===== config.mk =====
export PLATFORM = sky130hd
export DESIGN_NAME = tlcs_top
export DESIGN_NICKNAME = d
export VERILOG_FILES = /design/src/design/tlcs_pkg.sv /design/src/design/tlcs_sync.sv /design/src/design/tlcs_top.sv
export SDC_FILE = /design/constraint.sdc
export NUM_CORES = 1
export LEC_CHECK = 0
export ABC_CLOCK_PERIOD_IN_PS = 13900
export BUFFER_PORTS_ARGS = -buffer_cell sky130_fd_sc_hd__buf_2
export CAP_MARGIN = 0
export CORE_AREA = 2 2 187 189
export CTS_BUF_LIST = sky130_fd_sc_hd__clkbuf_2
export DETAILED_ROUTE_END_ITERATION = 6
export DIE_AREA = 0 0 189 191
export GPL_ROUTABILITY_DRIVEN = 0
export PLACE_DENSITY = 0.56
export SYNTH_ARGS = -nofsm -noshare
export SYNTH_HDL_FRONTEND = slang
export SYNTH_SLANG_ARGS = --single-unit

===== constraint.sdc =====
create_clock -name clk_in -period 13.9 [get_ports clk_in]
set_input_delay 1.39 -clock clk_in [delete_from_list [all_inputs] [get_ports clk_in]]
set_output_delay 1.39 -clock clk_in [all_outputs]
set_load 0.02 [all_outputs]

===== src/design/tlcs_pkg.sv =====
`default_nettype none
package tlcs_pkg;
  // **********************************************************************
  // Widths and word layout
  // **********************************************************************
  localparam int WORD_W         = 64;
  localparam int CAL_ENTRIES    = 256;
  localparam int CAL_GROUP      = 16;
  localparam int CAL_GRP_W      = 4;
  localparam int MU_W           = 8;
  localparam int TOKEN_W        = 12;
  localparam int PERIOD_W       = 8;
  localparam int BYTES_W        = 4;
  localparam int LANES          = 12;
  localparam int CW_CAL_START   = 56;
  localparam int CW_CAL_HI      = 55;
  localparam int CW_CAL_LO      = 40;
  localparam int CW_MU_HI       = 31;
  localparam int CW_MU_LO       = 24;
  localparam int DIAG_LANE_BIT  = 33;
  localparam int DIAG_INTF_BIT  = 32;
  localparam int SYNC_STAGES    = 2;

  // **********************************************************************
  // Values after reset
  // **********************************************************************
  localparam logic [TOKEN_W-1:0]   TOKENS_RST   = 12'h000;
  localparam logic [PERIOD_W-1:0]  REFILL_RST   = 8'h00;
  localparam logic [CAL_GRP_W-1:0] CAL_GRP_RST  = 4'h0;
  localparam logic [WORD_W-1:0]    WORD_RST     = 64'h0000000000000000;

  // **********************************************************************
  // Carriers
  // **********************************************************************
  // Rate limiter configuration from user logic.
  typedef struct packed {
    logic                on;
    logic [TOKEN_W-1:0]  capacity;
    logic [TOKEN_W-1:0]  refill_amount;
    logic [PERIOD_W-1:0] refill_period;
  } tlcs_shaper_cfg_type;

  // Diagnostic word status of one lane: bit 33 and bit 32.
  typedef struct packed {
    logic lane_health;
    logic intf_health;
  } tlcs_diag_type;

  // Whole state of the main module.
  typedef struct packed {
    logic [WORD_W-1:0]    word;
    logic                 word_valid;
    logic                 word_ctrl;
    logic [CAL_GRP_W-1:0] cal_group;
    logic [TOKEN_W-1:0]   tokens;
    logic [PERIOD_W-1:0]  refill_cnt;
    logic                 link_xoff;
    logic                 starved;
    logic                 overrun;
  } tlcs_state_type;
endpackage : tlcs_pkg
`default_nettype wire


===== src/design/tlcs_sync.sv =====
`timescale 1ns/1ps
`default_nettype none
module tlcs_sync #(
  parameter int WIDTH = 1
) (
  // Clock, reset and enable.
  input  wire logic             clk_in,
  input  wire logic             sys_rst_in,
  input  wire logic             ce_in,
  // Asynchronous bits in, synchronous bits out.
  input  wire logic [WIDTH-1:0] async_in,
  output logic      [WIDTH-1:0] sync_out
);
  import tlcs_pkg::*;

  typedef struct packed {
    logic [WIDTH-1:0] meta;
    logic [WIDTH-1:0] stable;
  } tlcs_sync_state_type;

  tlcs_sync_state_type state_reg;
  tlcs_sync_state_type state_next;

  // **********************************************************************
  // Two flip-flops per bit
  // **********************************************************************
  // Only the second stage reads the first one.
  genvar b;
  for (b = 0; b < WIDTH; b++) begin : g_bit
    always_comb begin
      state_next.meta[b]   = async_in[b];
      state_next.stable[b] = state_reg.meta[b];
    end
  end

  // State register, frozen while the clock enable is low.
  always_ff @(posedge clk_in or posedge sys_rst_in) begin
    if (sys_rst_in) begin
      state_reg <= '0;
    end else if (ce_in) begin
      state_reg <= state_next;
    end
  end

  assign sync_out = state_reg.stable;
endmodule : tlcs_sync
`default_nettype wire


===== src/design/tlcs_top.sv =====
`timescale 1ns/1ps
`default_nettype none
module tlcs_top (
  // Clock, reset and enable.
  input  wire logic                            clk_in,
  input  wire logic                            sys_rst_in,
  input  wire logic                            ce_in,
  // Link controls.
  input  wire logic                            tx_permit_in,
  input  wire logic [tlcs_pkg::CAL_ENTRIES-1:0] tx_flow_calendar_status_in,
  input  wire logic [tlcs_pkg::MU_W-1:0]       tx_multi_use_field_in,
  input  wire tlcs_pkg::tlcs_shaper_cfg_type   shaper_cfg_in,
  // Asynchronous health inputs.
  input  wire logic [tlcs_pkg::LANES-1:0]      tx_lane_health_bits_in,
  input  wire logic                            tx_interface_health_bit_in,
  // Packet data from user logic.
  input  wire logic                            data_valid_in,
  input  wire logic [tlcs_pkg::WORD_W-1:0]     data_word_in,
  input  wire logic [tlcs_pkg::BYTES_W-1:0]    data_bytes_in,
  output logic                                 data_ready_out,
  // Word stream to the lane striper.
  input  wire logic                            link_take_in,
  output logic                                 link_word_valid_out,
  output logic                                 link_word_ctrl_out,
  output logic [tlcs_pkg::WORD_W-1:0]          link_word_out,
  // Diagnostic word status per lane.
  output tlcs_pkg::tlcs_diag_type [tlcs_pkg::LANES-1:0] diag_status_out,
  // Status flags.
  output logic                                 link_xoff_out,
  output logic                                 starved_out,
  output logic                                 overrun_out
);
  import tlcs_pkg::*;

  tlcs_state_type            state_reg;
  tlcs_state_type            state_next;
  logic [CAL_GROUP-1:0]      cal_slice;
  logic [WORD_W-1:0]         ctrl_word;
  logic [LANES:0]            health_sync;
  logic                      slot_free;
  logic                      token_ok;
  logic                      data_go;
  logic                      refill_evt;
  logic [TOKEN_W+1:0]        token_sum;
  logic [PERIOD_W-1:0]       cnt_inc;

  // **********************************************************************
  // Health synchronisers and diagnostic bits
  // **********************************************************************
  tlcs_sync #(
    .WIDTH (LANES + 1)
  ) u_health_sync (
    .clk_in     (clk_in),
    .sys_rst_in (sys_rst_in),
    .ce_in      (ce_in),
    .async_in   ({tx_interface_health_bit_in, tx_lane_health_bits_in}),
    .sync_out   (health_sync)
  );

  // Each lane carries its own bit 33 and the shared bit 32.
  genvar ln;
  for (ln = 0; ln < LANES; ln++) begin : g_lane
    assign diag_status_out[ln].lane_health = health_sync[ln];
    assign diag_status_out[ln].intf_health = health_sync[LANES];
  end

  // **********************************************************************
  // Calendar group and control word
  // **********************************************************************
  // Entry 16*group+k lands on word bit 55-k.
  genvar k;
  for (k = 0; k < CAL_GROUP; k++) begin : g_cal
    assign cal_slice[CAL_GROUP-1-k] =
      tx_flow_calendar_status_in[{state_reg.cal_group, 4'(k)}];
  end

  // Idle control word with calendar group and multi-use field.
  always_comb begin
    ctrl_word                        = WORD_RST;
    ctrl_word[CW_CAL_START]          = (state_reg.cal_group == CAL_GRP_RST);
    ctrl_word[CW_CAL_HI:CW_CAL_LO]   = cal_slice;
    ctrl_word[CW_MU_HI:CW_MU_LO]     = tx_multi_use_field_in;
  end

  // **********************************************************************
  // Handshake and token bucket
  // **********************************************************************
  // The output slot is free when empty or being taken this cycle.
  assign slot_free      = !state_reg.word_valid || link_take_in;
  assign token_ok       = !shaper_cfg_in.on || ({8'h00, data_bytes_in} <= state_reg.tokens);
  assign data_ready_out = tx_permit_in && token_ok && slot_free;
  assign data_go        = data_ready_out && data_valid_in && ce_in;
  assign cnt_inc        = state_reg.refill_cnt + 8'h01;
  assign refill_evt     = (cnt_inc >= shaper_cfg_in.refill_period);
  // Tokens after spending and refilling, before the cap is applied.
  assign token_sum = {2'b00, state_reg.tokens}
                   - ((data_go && shaper_cfg_in.on) ? {10'h000, data_bytes_in} : 14'h0000)
                   + (refill_evt ? {2'b00, shaper_cfg_in.refill_amount} : 14'h0000);

  // **********************************************************************
  // Next state
  // **********************************************************************
  always_comb begin
    state_next            = state_reg;
    state_next.link_xoff  = !tx_permit_in;
    state_next.refill_cnt = refill_evt ? REFILL_RST : cnt_inc;
    // Saturate the bucket at the configured capacity.
    if (token_sum > {2'b00, shaper_cfg_in.capacity}) begin
      state_next.tokens = shaper_cfg_in.capacity;
    end else begin
      state_next.tokens = token_sum[TOKEN_W-1:0];
    end
    if (link_take_in) begin
      state_next.word_valid = 1'b0;
    end
    // Load the output slot: data if allowed, else an idle control word.
    if (slot_free) begin
      state_next.word_valid = 1'b1;
      if (data_go) begin
        state_next.word      = data_word_in;
        state_next.word_ctrl = 1'b0;
      end else begin
        state_next.word      = ctrl_word;
        state_next.word_ctrl = 1'b1;
        state_next.cal_group = state_reg.cal_group + 4'h1;
      end
    end
    // The link asked for a word that was not there.
    if (link_take_in && !state_reg.word_valid) begin
      state_next.starved = 1'b1;
    end
    // Data accepted (valid and ready) while the slot is occupied means the handshake broke.
    if (data_valid_in && data_ready_out && !slot_free) begin
      state_next.overrun = 1'b1;
    end
  end

  // State register, frozen while the clock enable is low.
  always_ff @(posedge clk_in or posedge sys_rst_in) begin
    if (sys_rst_in) begin
      state_reg            <= '0;
      state_reg.tokens     <= TOKENS_RST;
      state_reg.refill_cnt <= REFILL_RST;
      state_reg.cal_group  <= CAL_GRP_RST;
      state_reg.link_xoff  <= 1'b1;
    end else if (ce_in) begin
      state_reg <= state_next;
    end
  end

  // Outputs come straight from the state register.
  assign link_word_valid_out = state_reg.word_valid;
  assign link_word_ctrl_out  = state_reg.word_ctrl;
  assign link_word_out       = state_reg.word;
  assign link_xoff_out       = state_reg.link_xoff;
  assign starved_out         = state_reg.starved;
  assign overrun_out         = state_reg.overrun;
endmodule : tlcs_top
`default_nettype wire


==> results.yml, run 1 <==
status:
  status: "finished, final reports clean"
logic_synthesis:
  synth_edf_count: 0
  ys.flop_type: "dfrtp_1"
  synth_compound_area_frac: 0.122
  synth_xor_area_frac: 0.0256
  syn-num-nets: 1213
  ys_warn_count: 0
  synth.distinct_cells: 61
  async_reset_ff_frac: 1.00
  synth_fa_ha_area_frac: 0.0649
  synth.top_cell.area_share: 0.332
  netlist_area_um2: 8900
  yosysTopAreaCell: "dfrtp_1"
  muxShareOfSynthArea: 0.258
  netlist_instances: 784
  syn_area_per_cell_um2: 11.4
  ys_seq_area_frac: 0.335
  synth_top_family_by_area: "multiplexers"
  synth_area_leaders: "dfrtp_1 33%, mux4_2 19%, buf_4 6.6%"
  synth-simple-area-share: 0.0808
  synth_seq_cells: 119
global_route:
  grt.total_usage: 0.174
  antenna_found_initial: 8
  grt_overflow: 0
  grt_pass1_wl_um: 46200
  grt_max_degree: 92
  grt_pass1_vias: 7789
layout:
  area_delta_synth_final_pct: 27.9
  nets: 1591
  largest_reg_flops: 64
  seqCellArea_um2: 2980
  multiInputGateArea_um2: 4920
  drive_gt1_frac: 0.536
  fillers: 3573
placement:
  place.port_buffers: 477
  dp_slack_ns: 5.38
  dp_hpwl_um: 26300
min_path:
  min_path_type: "reg2reg"
  hp-start: "overrun_out$_DFFE_PP0P_"
  min_to: "overrun_out$_DFFE_PP0P_"
  holdPathStages: 0
cts:
  htreeDepth: 4
  cts_tree: "built"
  cts_resized: 0
  clockBufferDepth: 2
  cts_setup_buffers: 0
  clkTransAtPathRegs_ns: 0.19
  clockRootBuffer: "clkbuf_2"
  cts_sinks: 119
  hold_buffers: 0
  cts_inserted_buffers: 17
  clk_latency_ns: 0.76
sta:
  min_period_ns: 7.78
  relSlewSlack: 0.308
  rsz0062_at_grt: "no"
  worstMarginPinSlew_ns: 1.04
  clock_skew_ns: 0.0463
  setup_tns_ns: 0
  period_share: 0.560
  setup_viol: 0
  hold_violations: 0
  fmax_ghz: 0.129
  setup_slack_ns: 6.12
  slew_violations: 0
run:
  cap_violations: 0
drt:
  drc: 0
  via_count: 7916
  vias_per_cell: 4.85
  routed_wl_um: 32100
  drt_iter0_markers: 419
  postRouteAntennaNets: 0
  routedWlPerCell_um: 19.7
  drtPass1Iterations: 4
pwr:
  max-vdd-ir-drop_mv: 0.0690
  power.density_nw_per_um2: 170
  p_leak_nw: 5.76
floorplanning:
  core.rowCount: 68
  start_util: 0.261
  die_y_um: 191
  die_area_um2: 36100
  core_area_um2: 34100
  ios: 478
  die_w_um: 189
setup_path:
  rr_startpoint: "state_reg[12]$_DFFE_PP0P_"
  cp_slowest_cell: "buf_4"
  rr_worst_depth: 29
  worstPathArrival_ns: 8.36
  required_ns: 14.48
  endpoint_kind: "flip-flop"
  critPathLaunch: "data_bytes_in[1]"
  rrSetupSlack_ns: 6.32
  slowest_delay_ns: 0.52
  critPathKind: "in2reg"
  crit_path_start_kind: "input pin"
  rr_endpoint: "state_reg[17]$_DFFE_PP0P_"
  crit_top_cell: "ha_1"
  crit_fanout: 48
==> cell type report <==
class / instances / share of cell area
repair buffers: 483 / 0.214
inverters: 48 / 0.0163
clock inverters: 15 / 0.0177
clock buffers: 17 / 0.00747
multi-input cells: 493 / 0.432
well taps: 455 / 0.0500
diodes: 3 / 0.000659
flip-flops and latches: 119 / 0.262
==> worst max-delay path, delay by kind of cell <==
| kind | cells | cell delay [ns] |
|---|---|---|
| compound gates | 11 | 3.02 |
| xor+xnor | 2 | 0.31 |
| buf+inv | 3 | 0.68 |
| fa+ha+maj | 5 | 1.48 |
| simple gates | 8 | 1.46 |
==> cells in the mapped netlist (5+ instances only) <==
cell type,instances
buf_2,11
mux2_2,27
nand2b_1,5
a21o_1,10
nand4_1,6
o21ai_0,14
a22o_1,39
inv_1,48
nand2_1,55
mux4_2,77
ha_1,43
a21oi_1,14
o22ai_1,14
clkbuf_1,26
mux2i_1,17
xnor2_1,18
a211oi_1,5
nand3_1,25
nor2_1,13
dfrtp_1,118
and2_1,14
and3_1,5
xor2_1,8
buf_4,78
o21ai_1,27
o221ai_1,11
==> report_power, final <==
part,switching [mW],internal (mW)
logic,0.590,0.556
registers,0.0897,0.425
clock network,0.153,0.119
==> how the worst max path moves through the flow <==
stage,to,slack (ns),cells past startpoint
5_1_grt,state_reg[12]$_DFFE_PP0P_,5.71,29
3_3_place_gp,state_reg[22]$_DFFE_PP0P_,5.55,29
4_1_cts,state_reg[17]$_DFFE_PP0P_,6.27,29
6_report,state_reg[17]$_DFFE_PP0P_,6.12,29
2_1_floorplan,state_reg[17]$_DFFE_PP0P_,6.86,27
3_5_place_dp,state_reg[22]$_DFFE_PP0P_,5.38,29
==> cells in the final DEF (no fill, tap or decap), types with 3 or more instances in the layout <==
cell	netlist	layout
nor3_1	4	4
clkinv_4	0	3
o21ai_0	14	14
xnor2_1	18	18
clkinvlp_4	0	4
nor2b_1	3	3
mux4_2	77	77
and3_1	5	5
a211oi_1	5	5
a21oi_1	14	14
nand2_1	55	54
o22ai_1	14	14
a21o_1	10	10
a22o_1	39	39
diode_2	0	3
or3_1	3	3
mux2i_1	17	17
nor2_1	13	13
buf_2	11	477
o21ai_1	27	27
and2_1	14	14
clkbuf_2	0	17
nand3_1	25	25
dfrtp_1	118	116
ha_1	43	43
mux2_2	27	27
bufinv_16	0	4
nand4_1	6	6
inv_6	0	3
mux4_1	3	3
nand2b_1	5	5
o221ai_1	11	11
buf_4	78	6
inv_1	48	47
xor2_1	8	8
==> per-stage QoR <==
step | instances | utilization | instance area [um2] | total power [mW] | hold WS [ns]
after global routing | 1633 | 0.334 | 11400 | 2.09 | 0.407
after floorplan | 784 | - | 8900 | 1.43 | 0.457
after CTS | 1630 | 0.334 | 11400 | 1.96 | 0.401
after global placement | 1598 | 0.325 | 11100 | 1.65 | 0.364
final | 1633 | 0.334 | 11400 | 1.93 | 0.396
after detailed placement | 1598 | 0.325 | 11100 | 1.67 | 0.362
==> per-layer routing <==
layer | vias to the layer above | part of all wire | track usage
met5 | - | 0.00040 | 0
met4 | 2 | 0.029 | 0.0718
met3 | 45 | 0.094 | 0.0558
met2 | 407 | 0.47 | 0.271
met1 | 3837 | 0.41 | 0.223
li1 | 3625 | - | -
==> cells by family (layout without fill, tap and decap cells) <==
logic type	count (synthesis)	count (layout)
mux	125	125
compound gates	154	154
simple gates	143	143
fa+ha+maj	45	45
other cells	0	3
xor+xnor	26	26
buf+inv	172	563
flops	119	119
Note: power is estimated with default switching activity, not from simulation.
==> inputs of run 2 (changes only) <==
Settings changed: ABC_CLOCK_PERIOD_IN_PS 13900 to 7000, CORE_AREA 2 2 187 189 to 2 2 186 188, DIE_AREA 0 0 189 191 to 0 0 188 190, PLACE_DENSITY 0.56 to 0.58.
Clock period 13.9 ns to 7 ns, I/O delays scaled along.
==> run 2 against run 1 <==
- total power rose by 94%
- critical endpoint is now state_reg[20]$_DFFE_PP0P_
- critical path depth shrank 1
- clock skew shrank 0.0040 ns
- global-route usage increased by 0.47 points
==> results.yml, run 2 (synthesis results as in run 1) <==
setup_path:
  rr_worst_depth: 28
  critPathKind: "reg2reg"
  worstPathArrival_ns: 6.98
  rr_startpoint: "state_reg[12]$_DFFE_PP0P_"
  slowest_delay_ns: 0.47
  endpoint_kind: "flip-flop"
  cp_slowest_cell: "or3b_2"
  rr_endpoint: "state_reg[20]$_DFFE_PP0P_"
  crit_fanout: 24
  rrSetupSlack_ns: 0.56
  crit_path_start_kind: "flip-flop"
  required_ns: 7.53
  crit_top_cell: "ha_1"
sta:
  setup_viol: 0
  slew_violations: 0
  rsz0062_at_grt: "no"
  period_share: 0.920
  fmax_ghz: 0.155
  hold_violations: 0
  min_period_ns: 6.44
  relSlewSlack: 0.259
  worstMarginPinSlew_ns: 1.11
  setup_tns_ns: 0
  clock_skew_ns: 0.0423
floorplanning:
  die_area_um2: 35700
  core_area_um2: 33900
  die_w_um: 188
  die_y_um: 190
  core.rowCount: 68
  ios: 478
  start_util: 0.262
drt:
  drtPass1Iterations: 5
  vias_per_cell: 4.82
  routed_wl_um: 32900
  drt_iter0_markers: 476
  routedWlPerCell_um: 19.9
  drc: 0
  postRouteAntennaNets: 0
  via_count: 7949
pwr:
  max-vdd-ir-drop_mv: 0.142
  p_leak_nw: 5.75
  power.density_nw_per_um2: 330
min_path:
  min_path_type: "in2reg"
  min_to: "link_xoff_out$_DFFE_PP1P_"
  holdPathStages: 2
  hp-start: "tx_permit_in"
layout:
  fin_area_um2: 11400
  drive_gt1_frac: 0.537
  final_common_cell: "buf_2"
  layout_common_cells: "477 x buf_2, 116 x dfrtp_1, 77 x mux4_2"
  area_delta_synth_final_pct: 27.8
  largest_reg_flops: 64
  nets: 1594
placement:
  dp_hpwl_um: 26900
  placed_area_um2: 11100
  place.port_buffers: 477
global_route:
  grt_overflow: 0
  grt_pass1_wl_um: 47200
  antenna_found_initial: 26
  grt_pass1_vias: 7933
  grt.total_usage: 0.179
  grt_max_degree: 92
status:
  status: "finished, final reports clean"
cts:
  clockBufferDepth: 2
  cts_setup_buffers: 0
  clockRootBuffer: "clkbuf_2"
  cts_resized: 0
  htreeDepth: 4
  cts_tree: "built"
  clk_latency_ns: 0.69
  hold_buffers: 1
  cts_sinks: 119
  cts_inserted_buffers: 17
  clkTransAtPathRegs_ns: 0.21
run:
  cap_violations: 0
run 2: cell types whose count changed in the layout (fill, tap and decap cells not counted), moves of 2 or more:
cell / change
diode_2: +12
bufinv_16: -2
clkinv_2: +4
inv_6: -3
buf_4: +2
run 2: critical path, delay by kind of cell, from the launching register on:
| family | cells | cell delay, ns |
|---|---|---|
| AOI/OAI and AO/OA | 11 | 2.11 |
| xor gates and xnor gates | 1 | 0.11 |
| adders and majority gates | 5 | 1.56 |
| buffers and inverters | 4 | 0.54 |
| DFF | 1 | 0.45 |
| and+or+nand+nor | 7 | 1.53 |
run 2: stage by stage:
step	util	power, mW	std cells	worst slack [ns]	hold WS [ns]
floorplan	-	2.84	784	0.646	0.457
global placement	0.327	3.29	1600	0.471	0.361
detailed placement	0.327	3.32	1600	0.333	0.365
CTS	0.334	3.80	1633	0.599	0.0757
global route	0.335	4.07	1644	0.220	0.0718
finish	0.335	3.76	1648	0.558	0.184
run 2: area by class of cell:
class,count,area (um2)
antenna,15,37.5
clock buffer,18,90.1
clock inverter,14,135
fill,3463,22600
inverter,48,183
multi-input combinational,493,4920
sequential,119,2980
tap,455,569
timing repair buffer,486,2460
run 2: worst max path at each step:
stage,start,to,slack (ns),cells after the start
after floorplan,data_bytes_in[1],state_reg[17]$_DFFE_PP0P_,0.65,27
after global placement,data_bytes_in[1],state_reg[11]$_DFFE_PP0P_,0.47,30
after detailed placement,data_bytes_in[1],state_reg[12]$_DFFE_PP0P_,0.33,28
after CTS,state_reg[12]$_DFFE_PP0P_,state_reg[20]$_DFFE_PP0P_,0.60,28
after global routing,state_reg[12]$_DFFE_PP0P_,state_reg[19]$_DFFE_PP0P_,0.22,29
final,state_reg[12]$_DFFE_PP0P_,state_reg[20]$_DFFE_PP0P_,0.56,28
run 2: layer usage:
metal,track usage,wire length (um),vias to the layer above
met2,0.292,16200,381
met3,0.0574,2780,66
met4,0.0842,1030,8
li1,-,-,3642
met1,0.214,12800,3852
met5,0,46,-
run 2: report_power, final:
group	leakage [nW]	switching (mW)	internal [mW]
Sequential	1.50	0.168	0.844
Combinational	4.12	1.17	1.12
Clock	0.131	0.294	0.160
==> inputs of run 3 (changes only) <==
--- a/config.mk
+++ b/config.mk
@@ -10,5 +10,5 @@
 export CAP_MARGIN = 0
 export CORE_AREA = 2 2 186 188
-export CTS_BUF_LIST = sky130_fd_sc_hd__clkbuf_2
+export CTS_BUF_LIST = sky130_fd_sc_hd__clkbuf_4
 export DETAILED_ROUTE_END_ITERATION = 6
 export DIE_AREA = 0 0 188 190
==> constraint.sdc (replaced) <==
create_clock -name clk_in -period 7 [get_ports clk_in]
set_input_delay 1.4 -clock clk_in [delete_from_list [all_inputs] [get_ports clk_in]]
set_output_delay 1.4 -clock clk_in [all_outputs]
set_load 0.02 [all_outputs]
==> run 3 against run 2 <==
- flip-flop and latch count unchanged
- setup slack got worse by 0.12 ns
- core utilization increased by 0.45 points
- cell area increased by 1.4%
- clock-buffer cell count decreased by 1
- sequential power about the same
- die area unchanged
- global-route usage increased by 0.78 points
- non-clock buffer count increased by 9
- hold slack improved by 0.21 ns
- largest power group unchanged
==> results.yml, run 3 (synthesis results as in run 1) <==
status:
  status: "finished, final reports clean"
layout:
  final_common_cell: "buf_2"
  fin_area_um2: 11500
  fin_cells: 1650
  area_delta_synth_final_pct: 29.5
  layout_common_cells: "477 x buf_2, 116 x dfrtp_1, 77 x mux4_2"
  largest_reg_flops: 64
  final_core_util: 0.340
  nets: 1603
  drive_gt1_frac: 0.544
drt:
  drt_iter0_markers: 375
  vias_per_cell: 4.80
  via_count: 7928
  routed_wl_um: 33700
  postRouteAntennaNets: 0
  drtPass1Iterations: 5
  routedWlPerCell_um: 20.4
  drc: 0
placement:
  place.port_buffers: 477
  placed_area_um2: 11200
  dp_hpwl_um: 28500
  dp_cells: 1610
global_route:
  grt_pass1_vias: 7849
  grt_pass1_wl_um: 49000
  grt.total_usage: 0.187
  grt_overflow: 0
  antenna_found_initial: 25
  grt_max_degree: 92
setup_path:
  crit_end: "state_reg[18]$_DFFE_PP0P_"
  rr_endpoint: "state_reg[18]$_DFFE_PP0P_"
  worstPathArrival_ns: 6.94
  path_buf_inv: 5
  worst_path_dominant_cell_family: "compound AO/OA/AOI/OAI gates"
  critPathKind: "in2reg"
  cp_slowest_cell: "fa_1"
  crit_fanout: 24
  rr_startpoint: "state_reg[12]$_DFFE_PP0P_"
  endpoint_kind: "flip-flop"
  rrSetupSlack_ns: 0.88
  crit_path_start_kind: "input pin"
  slowest_delay_ns: 0.40
  required_ns: 7.38
  cp_num_cells: 31
  rr_worst_depth: 31
  critPathLaunch: "data_bytes_in[1]"
  crit_top_cell: "ha_1"
cts:
  cts_tree: "built"
  clkTransAtPathRegs_ns: 0.11
  clockRootBuffer: "clkbuf_4"
  clk_latency_ns: 0.55
  htreeDepth: 4
  clockBufferDepth: 2
  cts_setup_buffers: 0
  cts_inserted_buffers: 17
  cts_sinks: 119
sta:
  fmax_ghz: 0.152
  rsz0062_at_grt: "no"
  slew_violations: 0
  min_period_ns: 6.56
  relSlewSlack: 0.313
  clock_skew_ns: 0.0271
  hold_violations: 0
  setup_viol: 0
  setup_tns_ns: 0
  worstMarginPinSlew_ns: 1.03
  period_share: 0.937
floorplanning:
  ios: 478
  core_area_um2: 33900
  die_w_um: 188
  die_area_um2: 35700
  core.rowCount: 68
  die_y_um: 190
  start_util: 0.262
run:
  cap_violations: 0
pwr:
  max-vdd-ir-drop_mv: 0.203
  p_leak_nw: 5.83
  power.density_nw_per_um2: 339
min_path:
  min_path_type: "reg2reg"
-- run 3: worst min path at each step --
| stage | startpoint | endpoint | slack (ns) | cells after the start |
|---|---|---|---|---|
| 4_1_cts | overrun_out$_DFFE_PP0P_ | overrun_out$_DFFE_PP0P_ | 0.40 | 0 |
| 5_1_grt | overrun_out$_DFFE_PP0P_ | overrun_out$_DFFE_PP0P_ | 0.41 | 0 |
| 3_5_place_dp | overrun_out$_DFFE_PP0P_ | overrun_out$_DFFE_PP0P_ | 0.37 | 0 |
| 6_report | overrun_out$_DFFE_PP0P_ | overrun_out$_DFFE_PP0P_ | 0.39 | 0 |
| 2_1_floorplan | link_word_out[24]$_DFFE_PP0P_ | link_word_out[24]$_DFFE_PP0P_ | 0.46 | 2 |
| 3_3_place_gp | overrun_out$_DFFE_PP0P_ | overrun_out$_DFFE_PP0P_ | 0.36 | 0 |
-- run 3: routing by layer --
layer  wire, um  part of all wire  GRT usage
met5         13           0.00039          0
met3       2340             0.069     0.0446
met1      13500              0.40      0.229
met2      16800              0.50      0.321
met4       1010             0.030     0.0642
-- run 3: power breakdown --
group	internal [mW]	switching, mW
sequential	0.845	0.171
combinational	1.17	1.18
clock	0.249	0.299
-- run 3: worst reg2reg max path, delay by kind of cell (launching register included) --
kind            cells  cell delay, ns
compound gates     11            2.15
fa+ha+maj           5            1.45
simple gates        8            0.99
buf+inv             5            0.65
flops               1            0.44
xor+xnor            2            0.27
-- run 3: final cells by class --
class	instances	area (um2)
timing repair buffer	495	2530
sequential	119	2980
clock inverter	15	176
clock buffer	17	128
fill	3494	22400
multi-input combinational	493	4940
antenna	8	20.0
inverter	48	183
tap	455	569
-- run 3: metrics by stage --
step | hold WS (ns) | total power, mW | setup WS (ns)
after floorplan | 0.457 | 2.84 | 0.000819
after global placement | 0.360 | 3.32 | -0.0567
after detailed placement | 0.372 | 3.38 | -0.230
after CTS | 0.399 | 3.95 | 0.388
after global routing | 0.407 | 4.23 | 0.0140
final | 0.390 | 3.91 | 0.442
-- run 3: timing repair --
item	CTS	global route
gates resized for setup	0	7
endpoints found under the setup margin	0	12
hold buffers	0	0
